[config.mk]
export PLATFORM = sky130hd
export DESIGN_NAME = pulse_induction_measure_sequencer
export DESIGN_NICKNAME = d
export VERILOG_FILES = /design/src/common/pi_seq_pkg.sv /design/src/design/pulse_induction_measure_sequencer.sv /design/src/design/skid_buffer.sv /design/src/design/window_accum.sv
export VERILOG_INCLUDE_DIRS = /design/src /design/src/common
export SDC_FILE = /design/constraint.sdc
export NUM_CORES = 1
export LEC_CHECK = 0
export BUFFER_PORTS_ARGS = -buffer_cell sky130_fd_sc_hd__buf_2
export CORE_MARGIN = 3
export CORE_UTILIZATION = 45
export CTS_CLUSTER_DIAMETER = 100
export CTS_CLUSTER_SIZE = 14
export DETAILED_ROUTE_END_ITERATION = 7
export GPL_ROUTABILITY_DRIVEN = 1
export PLACE_DENSITY = 0.68
export SLEW_MARGIN = 25
export SYNTH_ARGS = -nofsm -noshare
export SYNTH_HDL_FRONTEND = slang
export SYNTH_HIERARCHICAL = 1
export SYNTH_SLANG_ARGS = --single-unit
[constraint.sdc]
create_clock -name sys_clk -period 23.8 [get_ports sys_clk]
set_input_delay 4.76 -clock sys_clk [delete_from_list [all_inputs] [get_ports sys_clk]]
set_output_delay 4.76 -clock sys_clk [all_outputs]
set_load 0.02 [all_outputs]
[src/common/pi_seq_defines.svh]
`ifndef PI_SEQ_DEFINES_SVH
`define PI_SEQ_DEFINES_SVH

// ----------------------------------------------------------------
// Timing figures in microseconds.
// ----------------------------------------------------------------
`define DRIVE_US 1500
`define BLANK_US 100
`define SAMPLE_US 1200
`define SAMPLE_PERIOD_US 4
`define WINDOW_US 100
`define EARLY_US 130
`define STANDARD_US 300
`define ZERO_US 1000
`define CALC_US 325
`define CYCLE_US 3125

// ----------------------------------------------------------------
// Counts, widths and the clock rate.
// ----------------------------------------------------------------
`define SAMPLE_COUNT 300
`define WINDOW_SAMPLES 25
`define CHANNEL_COUNT 4
`define ADC_BITS 12
`define SIGNAL_GROUP 8
`define CLOCK_HZ 10000000

`endif

[src/common/pi_seq_pkg.sv]
package pi_seq_pkg;

  // Sequencer phases, one-hot.
  typedef enum logic [4:0] {
    ST_IDLE  = 5'b00001,
    ST_DRIVE = 5'b00010,
    ST_BLANK = 5'b00100,
    ST_SAMP  = 5'b01000,
    ST_CALC  = 5'b10000
  } seq_state_t;

  // Averaging window select.
  typedef enum logic [1:0] {
    WIN_EARLY = 2'h0,
    WIN_STD   = 2'h1,
    WIN_ZERO  = 2'h2,
    WIN_NONE  = 2'h3
  } window_t;

endpackage

[src/design/pulse_induction_measure_sequencer.sv]
// Summary of operation
// Assert coil drive for exactly 1500 us.
// Release drive, keep off rest of cycle.
// Wait 100 us blanking, no sampling.
// 300 conversions every 4 us, buffered.
// Keep every result at 12 bits.
// Three windows, each 100 us wide.
// Average 25 early samples from 130 us; the code starts at sample 32, taken at 128 us.
// Average 25 standard samples from 300 us.
// Average 25 zero samples from 1000 us.
// Hold 325 us calculation interval after sampling.
// Rotate four channels, 3125 us each.
// Every eighth pass, average and subtract zero.
// Durations counted in clocks of parameter rate.
// One-cycle valid strobe with channel index.
`timescale 1ns/100ps
`include "pi_seq_defines.svh"

module pulse_induction_measure_sequencer #(
  parameter int CLK_HZ = `CLOCK_HZ,
  parameter int ADC_W = `ADC_BITS,
  parameter int NUM_SAMPLES = `SAMPLE_COUNT,
  parameter int WIN_SAMPLES = `WINDOW_SAMPLES
) (
  input wire logic sys_clk,
  input wire logic reset,
  output logic coil_drive,
  output logic [1:0] coil_channel,
  output logic adc_start,
  input wire logic adc_done,
  input wire logic [ADC_W-1:0] adc_data,
  output logic sample_valid,
  input wire logic sample_ready,
  output logic [ADC_W-1:0] sample_data,
  output logic [8:0] sample_index,
  output logic [1:0] sample_channel,
  output logic levels_valid,
  output logic [1:0] levels_channel,
  output logic [ADC_W-1:0] early_level,
  output logic [ADC_W-1:0] standard_level,
  output logic [ADC_W-1:0] zero_level,
  output logic signal_valid,
  output logic [ADC_W:0] early_signal,
  output logic [ADC_W:0] standard_signal
);
  import pi_seq_pkg::*;

  // ----------------------------------------------------------------
  // Cycle counts derived from the clock rate.
  // ----------------------------------------------------------------
  localparam int CPU = CLK_HZ / 1000000; // Clocks per microsecond.
  localparam int DRIVE_CYC = `DRIVE_US * CPU;
  localparam int BLANK_CYC = `BLANK_US * CPU;
  localparam int SAMPLE_CYC = `SAMPLE_US * CPU;
  localparam int SPACING_CYC = `SAMPLE_PERIOD_US * CPU;
  localparam int CALC_CYC = `CALC_US * CPU;
  localparam int EARLY_IDX = `EARLY_US / `SAMPLE_PERIOD_US; // Sample 32.
  localparam int STD_IDX = `STANDARD_US / `SAMPLE_PERIOD_US; // Sample 75.
  localparam int ZERO_IDX = `ZERO_US / `SAMPLE_PERIOD_US; // Sample 250.
  localparam int WIN_LEN = `WINDOW_US / `SAMPLE_PERIOD_US; // 25 samples.
  localparam int TW = 16; // Width of the phase timer.

  // ----------------------------------------------------------------
  // Sequencer state.
  // ----------------------------------------------------------------
  seq_state_t state; // Current phase.
  logic [TW-1:0] timer; // Clocks spent in current phase.
  logic [TW-1:0] pace; // Clocks since last conversion trigger.
  logic [8:0] taken; // Conversions triggered this pass.
  logic [8:0] stored; // Results received this pass.
  logic [1:0] chan; // Channel under measurement.
  logic last_phase_clk; // Final clock of the current phase.

  // The phase ends when its timer reaches the phase length minus one.
  always_comb begin
    case (state)
      ST_DRIVE: last_phase_clk = (timer == TW'(DRIVE_CYC - 1));
      ST_BLANK: last_phase_clk = (timer == TW'(BLANK_CYC - 1));
      ST_SAMP: last_phase_clk = (timer == TW'(SAMPLE_CYC - 1));
      ST_CALC: last_phase_clk = (timer == TW'(CALC_CYC - 1));
      default: last_phase_clk = 1'b1;
    endcase
  end

  // ----------------------------------------------------------------
  // Phase sequencing.
  // ----------------------------------------------------------------
  // Each channel walks drive, blank, sample and calc, then rotates.
  always_ff @(posedge sys_clk or posedge reset) begin
    if (reset) begin
      state <= ST_IDLE;
      chan <= 2'h0;
    end else begin
      case (state)
        ST_IDLE: begin
          state <= ST_DRIVE;
        end
        ST_DRIVE: begin
          if (last_phase_clk) begin
            state <= ST_BLANK;
          end
        end
        ST_BLANK: begin
          if (last_phase_clk) begin
            state <= ST_SAMP;
          end
        end
        ST_SAMP: begin
          if (last_phase_clk) begin
            state <= ST_CALC;
          end
        end
        ST_CALC: begin
          if (last_phase_clk) begin
            state <= ST_DRIVE;
            chan <= chan + 2'h1;
          end
        end
        default: begin
          state <= ST_IDLE;
        end
      endcase
    end
  end

  // The phase timer restarts at every phase boundary.
  always_ff @(posedge sys_clk or posedge reset) begin
    if (reset) begin
      timer <= '0;
    end else if (last_phase_clk) begin
      timer <= '0;
    end else begin
      timer <= timer + TW'(1);
    end
  end

  // ----------------------------------------------------------------
  // Coil drive output.
  // ----------------------------------------------------------------
  // Drive is high exactly while the sequencer is in the drive phase.
  // It is set from the phase about to begin, so every pulse, the first and each
  // one after a calc interval alike, spans the full drive count.
  always_ff @(posedge sys_clk or posedge reset) begin
    if (reset) begin
      coil_drive <= 1'b0;
      coil_channel <= 2'h0;
    end else begin
      coil_drive <= (state == ST_IDLE) || (state == ST_DRIVE && !last_phase_clk) ||
        (state == ST_CALC && last_phase_clk);
      coil_channel <= (state == ST_CALC && last_phase_clk) ? chan + 2'h1 : chan;
    end
  end

  // ----------------------------------------------------------------
  // Conversion pacing.
  // ----------------------------------------------------------------
  // One trigger every spacing interval, only inside the sampling phase.
  always_ff @(posedge sys_clk or posedge reset) begin
    if (reset) begin
      pace <= '0;
      taken <= 9'h000;
      adc_start <= 1'b0;
    end else if (state != ST_SAMP) begin
      pace <= '0;
      taken <= 9'h000;
      adc_start <= 1'b0;
    end else begin
      adc_start <= 1'b0;
      if (pace == TW'(SPACING_CYC - 1)) begin
        pace <= '0;
      end else begin
        pace <= pace + TW'(1);
      end
      if (pace == '0 && taken < 9'(NUM_SAMPLES)) begin
        adc_start <= 1'b1;
        taken <= taken + 9'h001;
      end
    end
  end

  // ----------------------------------------------------------------
  // Result capture into the buffer path.
  // ----------------------------------------------------------------
  logic accept; // A result is accepted this cycle.
  logic buf_ready; // Buffer can take a word.
  logic buf_valid; // Buffer holds a word.
  logic [ADC_W+10:0] buf_out; // Word leaving the buffer.
  assign accept = adc_done && (state == ST_SAMP || state == ST_CALC) &&
    (stored < 9'(NUM_SAMPLES)) && buf_ready;

  // Result counter gives each word its position in the pass.
  always_ff @(posedge sys_clk or posedge reset) begin
    if (reset) begin
      stored <= 9'h000;
    end else if (state == ST_DRIVE) begin
      stored <= 9'h000;
    end else if (accept) begin
      stored <= stored + 9'h001;
    end
  end

  skid_buffer #(
    .WIDTH(ADC_W + 11)
  ) u_buf (
    .sys_clk(sys_clk),
    .reset(reset),
    .in_valid(accept),
    .in_ready(buf_ready),
    .in_data({chan, stored, adc_data}),
    .out_valid(buf_valid),
    .out_ready(sample_ready || !sample_valid),
    .out_data(buf_out)
  );

  // Registered output stage for the sample stream.
  always_ff @(posedge sys_clk or posedge reset) begin
    if (reset) begin
      sample_valid <= 1'b0;
      sample_data <= '0;
      sample_index <= 9'h000;
      sample_channel <= 2'h0;
    end else if (sample_ready || !sample_valid) begin
      sample_valid <= buf_valid;
      sample_data <= buf_out[ADC_W-1:0];
      sample_index <= buf_out[ADC_W+8:ADC_W];
      sample_channel <= buf_out[ADC_W+10:ADC_W+9];
    end
  end

  // ----------------------------------------------------------------
  // Averaging windows.
  // ----------------------------------------------------------------
  logic [ADC_W-1:0] win_mean [0:2]; // Mean of each window.
  localparam int WIN_START [0:2] = '{EARLY_IDX, STD_IDX, ZERO_IDX};

  // One accumulator per window, each fed from its own sample range.
  genvar w;
  generate
    for (w = 0; w < 3; w++) begin : g_win
      logic in_win;
      assign in_win = (stored >= 9'(WIN_START[w])) &&
        (stored < 9'(WIN_START[w] + WIN_LEN));
      window_accum #(
        .DATA_W(ADC_W),
        .NUM(WIN_SAMPLES)
      ) u_acc (
        .sys_clk(sys_clk),
        .reset(reset),
        .clear(state == ST_DRIVE),
        .add(accept && in_win),
        .sample(adc_data),
        .mean(win_mean[w])
      );
    end
  endgenerate

  // Levels latch and strobe once per channel at end of calc interval.
  always_ff @(posedge sys_clk or posedge reset) begin
    if (reset) begin
      levels_valid <= 1'b0;
      levels_channel <= 2'h0;
      early_level <= '0;
      standard_level <= '0;
      zero_level <= '0;
    end else begin
      levels_valid <= 1'b0;
      if (state == ST_CALC && last_phase_clk) begin
        levels_valid <= 1'b1;
        levels_channel <= chan;
        early_level <= win_mean[0];
        standard_level <= win_mean[1];
        zero_level <= win_mean[2];
      end
    end
  end

  // ----------------------------------------------------------------
  // Eight-pass signal derivation per channel.
  // ----------------------------------------------------------------
  localparam int GW = ADC_W + 3; // Sum width for eight levels.
  logic [GW-1:0] sum_e [0:3]; // Early sums per channel.
  logic [GW-1:0] sum_s [0:3]; // Standard sums per channel.
  logic [GW-1:0] sum_z [0:3]; // Zero sums per channel.
  logic [2:0] passes [0:3]; // Passes so far per channel.
  logic [GW-1:0] ne, ns, nz; // Sums including the latest pass.
  assign ne = sum_e[levels_channel] + GW'(early_level);
  assign ns = sum_s[levels_channel] + GW'(standard_level);
  assign nz = sum_z[levels_channel] + GW'(zero_level);

  // Sums gather eight passes, then yield two zero-corrected signals.
  always_ff @(posedge sys_clk or posedge reset) begin
    if (reset) begin
      for (int c = 0; c < 4; c++) begin
        sum_e[c] <= '0;
        sum_s[c] <= '0;
        sum_z[c] <= '0;
        passes[c] <= 3'h0;
      end
      signal_valid <= 1'b0;
      early_signal <= '0;
      standard_signal <= '0;
    end else begin
      signal_valid <= 1'b0;
      if (levels_valid) begin
        passes[levels_channel] <= passes[levels_channel] + 3'h1;
        if (passes[levels_channel] == 3'h7) begin
          sum_e[levels_channel] <= '0;
          sum_s[levels_channel] <= '0;
          sum_z[levels_channel] <= '0;
          signal_valid <= 1'b1;
          early_signal <= (ADC_W+1)'({1'b0, ne[GW-1:3]}) - (ADC_W+1)'({1'b0, nz[GW-1:3]});
          standard_signal <= (ADC_W+1)'({1'b0, ns[GW-1:3]}) - (ADC_W+1)'({1'b0, nz[GW-1:3]});
        end else begin
          sum_e[levels_channel] <= ne;
          sum_s[levels_channel] <= ns;
          sum_z[levels_channel] <= nz;
        end
      end
    end
  end

endmodule // pulse_induction_measure_sequencer

[src/design/skid_buffer.sv]
`timescale 1ns/100ps

// Two-entry buffer with valid/ready on both sides.
module skid_buffer #(
  parameter int WIDTH = 14
) (
  input wire logic sys_clk,
  input wire logic reset,
  input wire logic in_valid,
  output logic in_ready,
  input wire logic [WIDTH-1:0] in_data,
  output logic out_valid,
  input wire logic out_ready,
  output logic [WIDTH-1:0] out_data
);

  logic [WIDTH-1:0] mem [0:1]; // Storage for two words.
  logic wr_ptr; // Next slot to fill.
  logic rd_ptr; // Next slot to drain.
  logic [1:0] count; // Words held.

  wire push = in_valid && in_ready;
  wire pop = out_valid && out_ready;

  assign in_ready = (count != 2'h2);
  assign out_valid = (count != 2'h0);
  assign out_data = mem[rd_ptr];

  // Write side stores a word when accepted.
  always_ff @(posedge sys_clk) begin
    if (push) begin
      mem[wr_ptr] <= in_data;
    end
  end

  // Pointers and occupancy track pushes and pops.
  always_ff @(posedge sys_clk or posedge reset) begin
    if (reset) begin
      wr_ptr <= 1'b0;
      rd_ptr <= 1'b0;
      count <= 2'h0;
    end else begin
      if (push) begin
        wr_ptr <= ~wr_ptr;
      end
      if (pop) begin
        rd_ptr <= ~rd_ptr;
      end
      count <= count + {1'b0, push} - {1'b0, pop};
    end
  end

endmodule // skid_buffer

[src/design/window_accum.sv]
`timescale 1ns/100ps

// Sums samples for one averaging window and divides by the sample count.
module window_accum #(
  parameter int DATA_W = 12,
  parameter int NUM = 25
) (
  input wire logic sys_clk,
  input wire logic reset,
  input wire logic clear,
  input wire logic add,
  input wire logic [DATA_W-1:0] sample,
  output logic [DATA_W-1:0] mean
);

  localparam int SUM_W = DATA_W + $clog2(NUM + 1);

  logic [SUM_W-1:0] sum; // Running sum of the window.

  // The sum restarts on clear and grows by each added sample.
  always_ff @(posedge sys_clk or posedge reset) begin
    if (reset) begin
      sum <= '0;
    end else if (clear) begin
      sum <= '0;
    end else if (add) begin
      sum <= sum + SUM_W'(sample);
    end
  end

  // Division by a constant; truncates toward zero.
  logic [SUM_W-1:0] quotient;
  assign quotient = sum / SUM_W'(NUM);
  assign mean = quotient[DATA_W-1:0];

endmodule // window_accum

==> results.tsv <==
metric	value	unit
ctsResizeCount	0	
wirelength	76.56	mm
io_buffers	109	
cts-root-buf	clkbuf_16	
synth_top_area_frac	0.3185	
start_util	0.4595	
slew_headroom	0.3413	
num_rows	95	
finalSetupTns	0	ns
postCtsSetupBuffers	0	
wl_per_cell	18.15	um
drv_slew	0	
synth_fa_ha_area_frac	0.05063	
syn_nets	3417	
hold_class	register to register	
fin_crit	8.505	ns
skew	0.04103	ns
cts_inserted_buffers	38	
syn_avg_cell_area	9.477	sq um
ys_ff_latch	444	
viasPerCell	5.895	
netlist_instances	3291	
ant_nets	0	
drive_gt1_frac	0.1492	
place_ws	15.43	ns
antenna_cells	0	
ios	110	
synth_compound_gate_area_share	0.2145	
status	completed	
fin_crit_sh	0.3574	
ys_warn_count	6	
worst_slew_pin_slew	0.9881	ns
finalHoldViolations	0	
antenna_found_initial	2	
irDropWorstVdd	0.00004917	V
synth_flop_cell	dfrtp_1	
gr-total-overflow	0	
synth_edf_count	46	
cap_violations	0	
synthesis.area	0.03119	sq mm
async_flop_share	0.8964	
power.density	41.34	mW/mm^2
grt_pass1_vias	23720	
nFillCells	6339	
layout.nets	3404	
finalSetupViolCount	0	
worstSkewPairLatency	0.59	ns
hpwl	53.79	mm
synth_cell_types	129	
timing_worst_setup_path_type	register to register	
arrival	8.97	ns
leakage	14.17	nW
muxShareOfSynthArea	0.09728	
crit_required	24.27	ns
htree_levels	2	
synthSimpleGateAreaFrac	0.1756	
dr.pass1.iters	6	
grt_max_degree	188	
yosysTopAreaCell	dfrtp_1	
synth_area_leaders	dfrtp_1 (32%), edfxtp_1 (4.4%), nand2_1 (4.3%)	
die_h	269.3	um
syn2layout_area_growth	7.028	%
cts_tree	yes	
clock_sinks	444	
rsz0062_at_grt	false	
synth-seq-area-share	0.3636	
die-area	0.07251	sq mm
setup_ws	15.30	ns
ctsHoldBuffers	0	
grt_pass1_wl	125.4	mm
grt_use_total	0.2070	
die_w	269.3	um
clkTransAtPathRegs	0.08	ns
drcViolationCount	0	
startpoint_type	register	
synth_top_family_by_area	compound AO/OA/AOI/OAI gates	
gp_congestion	0.9014	
synth_xor_area_frac	0.05388	
drt_iter0_drc	1747	
vias	24870	
cts.path.max_buffers	3	
worst_setup_path_end_kind	register	
core_area	0.06787	sq mm
clock.fmax	117.6	MHz
critPathMaxFanout	30	
[final cells by class]
type | instances | area [sq um] | area share
timing repair buffer | 131 | 768.2 | 0.02301
inverter | 126 | 480.5 | 0.01439
multi-input combinational | 2537 | 18540 | 0.5555
tap | 921 | 1152 | 0.03452
sequential | 444 | 11350 | 0.3399
clock buffer | 54 | 1011 | 0.03028
clock inverter | 6 | 80.08 | 0.002399
[logic make-up after synthesis]
| family | count (synthesis) |
|---|---|
| adders and majority gates | 123 |
| AOI/OAI and AO/OA | 920 |
| xor gates and xnor gates | 185 |
| DFF | 444 |
| buffers and inverters | 310 |
| and+or+nand+nor | 1088 |
| muxes | 221 |
[synth_stat cells, types with 49 or more instances]
| cell type | instances |
|---|---|
| xor2_1 | 54 |
| clkbuf_1 | 108 |
| o31ai_1 | 57 |
| inv_1 | 116 |
| nor3_1 | 49 |
| xnor2_1 | 125 |
| mux2_2 | 64 |
| ha_1 | 102 |
| dfrtp_1 | 397 |
| a21o_1 | 56 |
| mux2i_1 | 65 |
| nand2b_1 | 53 |
| nor2_1 | 227 |
| o21ai_0 | 242 |
| nand3_1 | 85 |
| a21oi_1 | 125 |
| nand2_1 | 357 |
[registers in the layout, indices dropped and copies added (netlist names), 5 cells and up]
register,count
sample_index,9
sum_s,60
g_win.u_acc/sum,51
standard_signal,13
zero_level,12
sample_data,12
sum_z,60
early_level,12
standard_level,12
early_signal,13
pace,16
stored,9
sum_e,60
u_buf/mem,46
timer,16
state,5
passes,12
taken,9
[power by group]
part	internal (mW)	total [mW]	switching, mW
Sequential	0.764	0.764	0
Combinational	0.00553	0.0264	0.0208
Clock	0.299	0.589	0.290
[routing by layer]
metal,wire length (um),track usage,vias to the layer above,share of wire
li1,-,-,12070,-
met1,35680,0.2894,12080,0.47
met2,35530,0.3386,613,0.46
met3,3332,0.02445,109,0.044
met4,2023,0.06166,0,0.026
met5,0,0,-,0
[per-stage QoR]
| stage | utilization | std cells | cell area (sq um) | power, mW | hold slack [ns] |
|---|---|---|---|---|---|
| 2_1_floorplan | - | 3291 | 31190 | 0.7957 | 0.4402 |
| 3_3_place_gp | 0.4748 | 4156 | 32220 | 0.8059 | 0.4547 |
| 3_5_place_dp | 0.4748 | 4156 | 32220 | 0.8062 | 0.4606 |
| 4_1_cts | 0.4908 | 4216 | 33310 | 1.399 | 0.4763 |
| 5_1_grt | 0.4918 | 4219 | 33380 | 1.429 | 0.4925 |
| 6_report | 0.4918 | 4219 | 33380 | 1.380 | 0.4739 |
[worst max-delay path: stages (launching register included)]
cell and delay (ns):
dfrtp_1 0.91, o21ai_0 0.25, and3_1 0.26, a2111oi_0 0.67, o211ai_1 0.23, nand3_2 0.18, mux2i_1 0.29, a2bb2oi_1 0.26
o21ai_1 0.18, a211oi_1 0.45, nor3_1 0.17, nor3_1 0.61, o211ai_2 0.32, o32a_1 0.39, a22o_1 0.32, nand2b_1 0.18
mux2i_2 0.38, a211oi_1 0.15, nand3b_1 0.18, o211ai_2 0.15, a31oi_4 0.34, xnor2_1 0.23, inv_1 0.11, ha_1 0.20
or3_1 0.40, a31oi_1 0.21, o22ai_2 0.10, mux2_2 0.26
[worst paths after layout]
kind                       cells after the start                end                   start  slack, ns
max in group asynchronous                      4     early_level[8]                   reset      18.02
hold reg to reg                                2          sum_s[20]               sum_s[20]       0.47
setup / recovery                              27  standard_level[0]  g_win[1].u_acc/sum[16]      15.30
min in group asynchronous                      2     u_buf/count[0]                   reset       4.17
setup reg to reg                              27  standard_level[0]  g_win[1].u_acc/sum[16]      15.30
hold / removal                                 2          sum_s[20]               sum_s[20]       0.47
[placed cells by master (no fill, tap or decap), drive strengths merged, types with 32 or more instances in the layout]
cell,instances
a211oi,32
a21oi,128
or3,40
o211ai,60
nor2,230
clkbuf,54
a31oi,36
dfrtp,397
mux2i,71
o21ai,283
buf,131
nand2b,53
nand3,91
nand4,45
nor3,52
inv,124
xnor2,128
ha,102
nand2,357
o31ai,64
edfxtp,46
and2,51
a21o,56
mux4,48
xor2,55
mux2,102
Note: power is estimated with default switching activity, not from simulation.
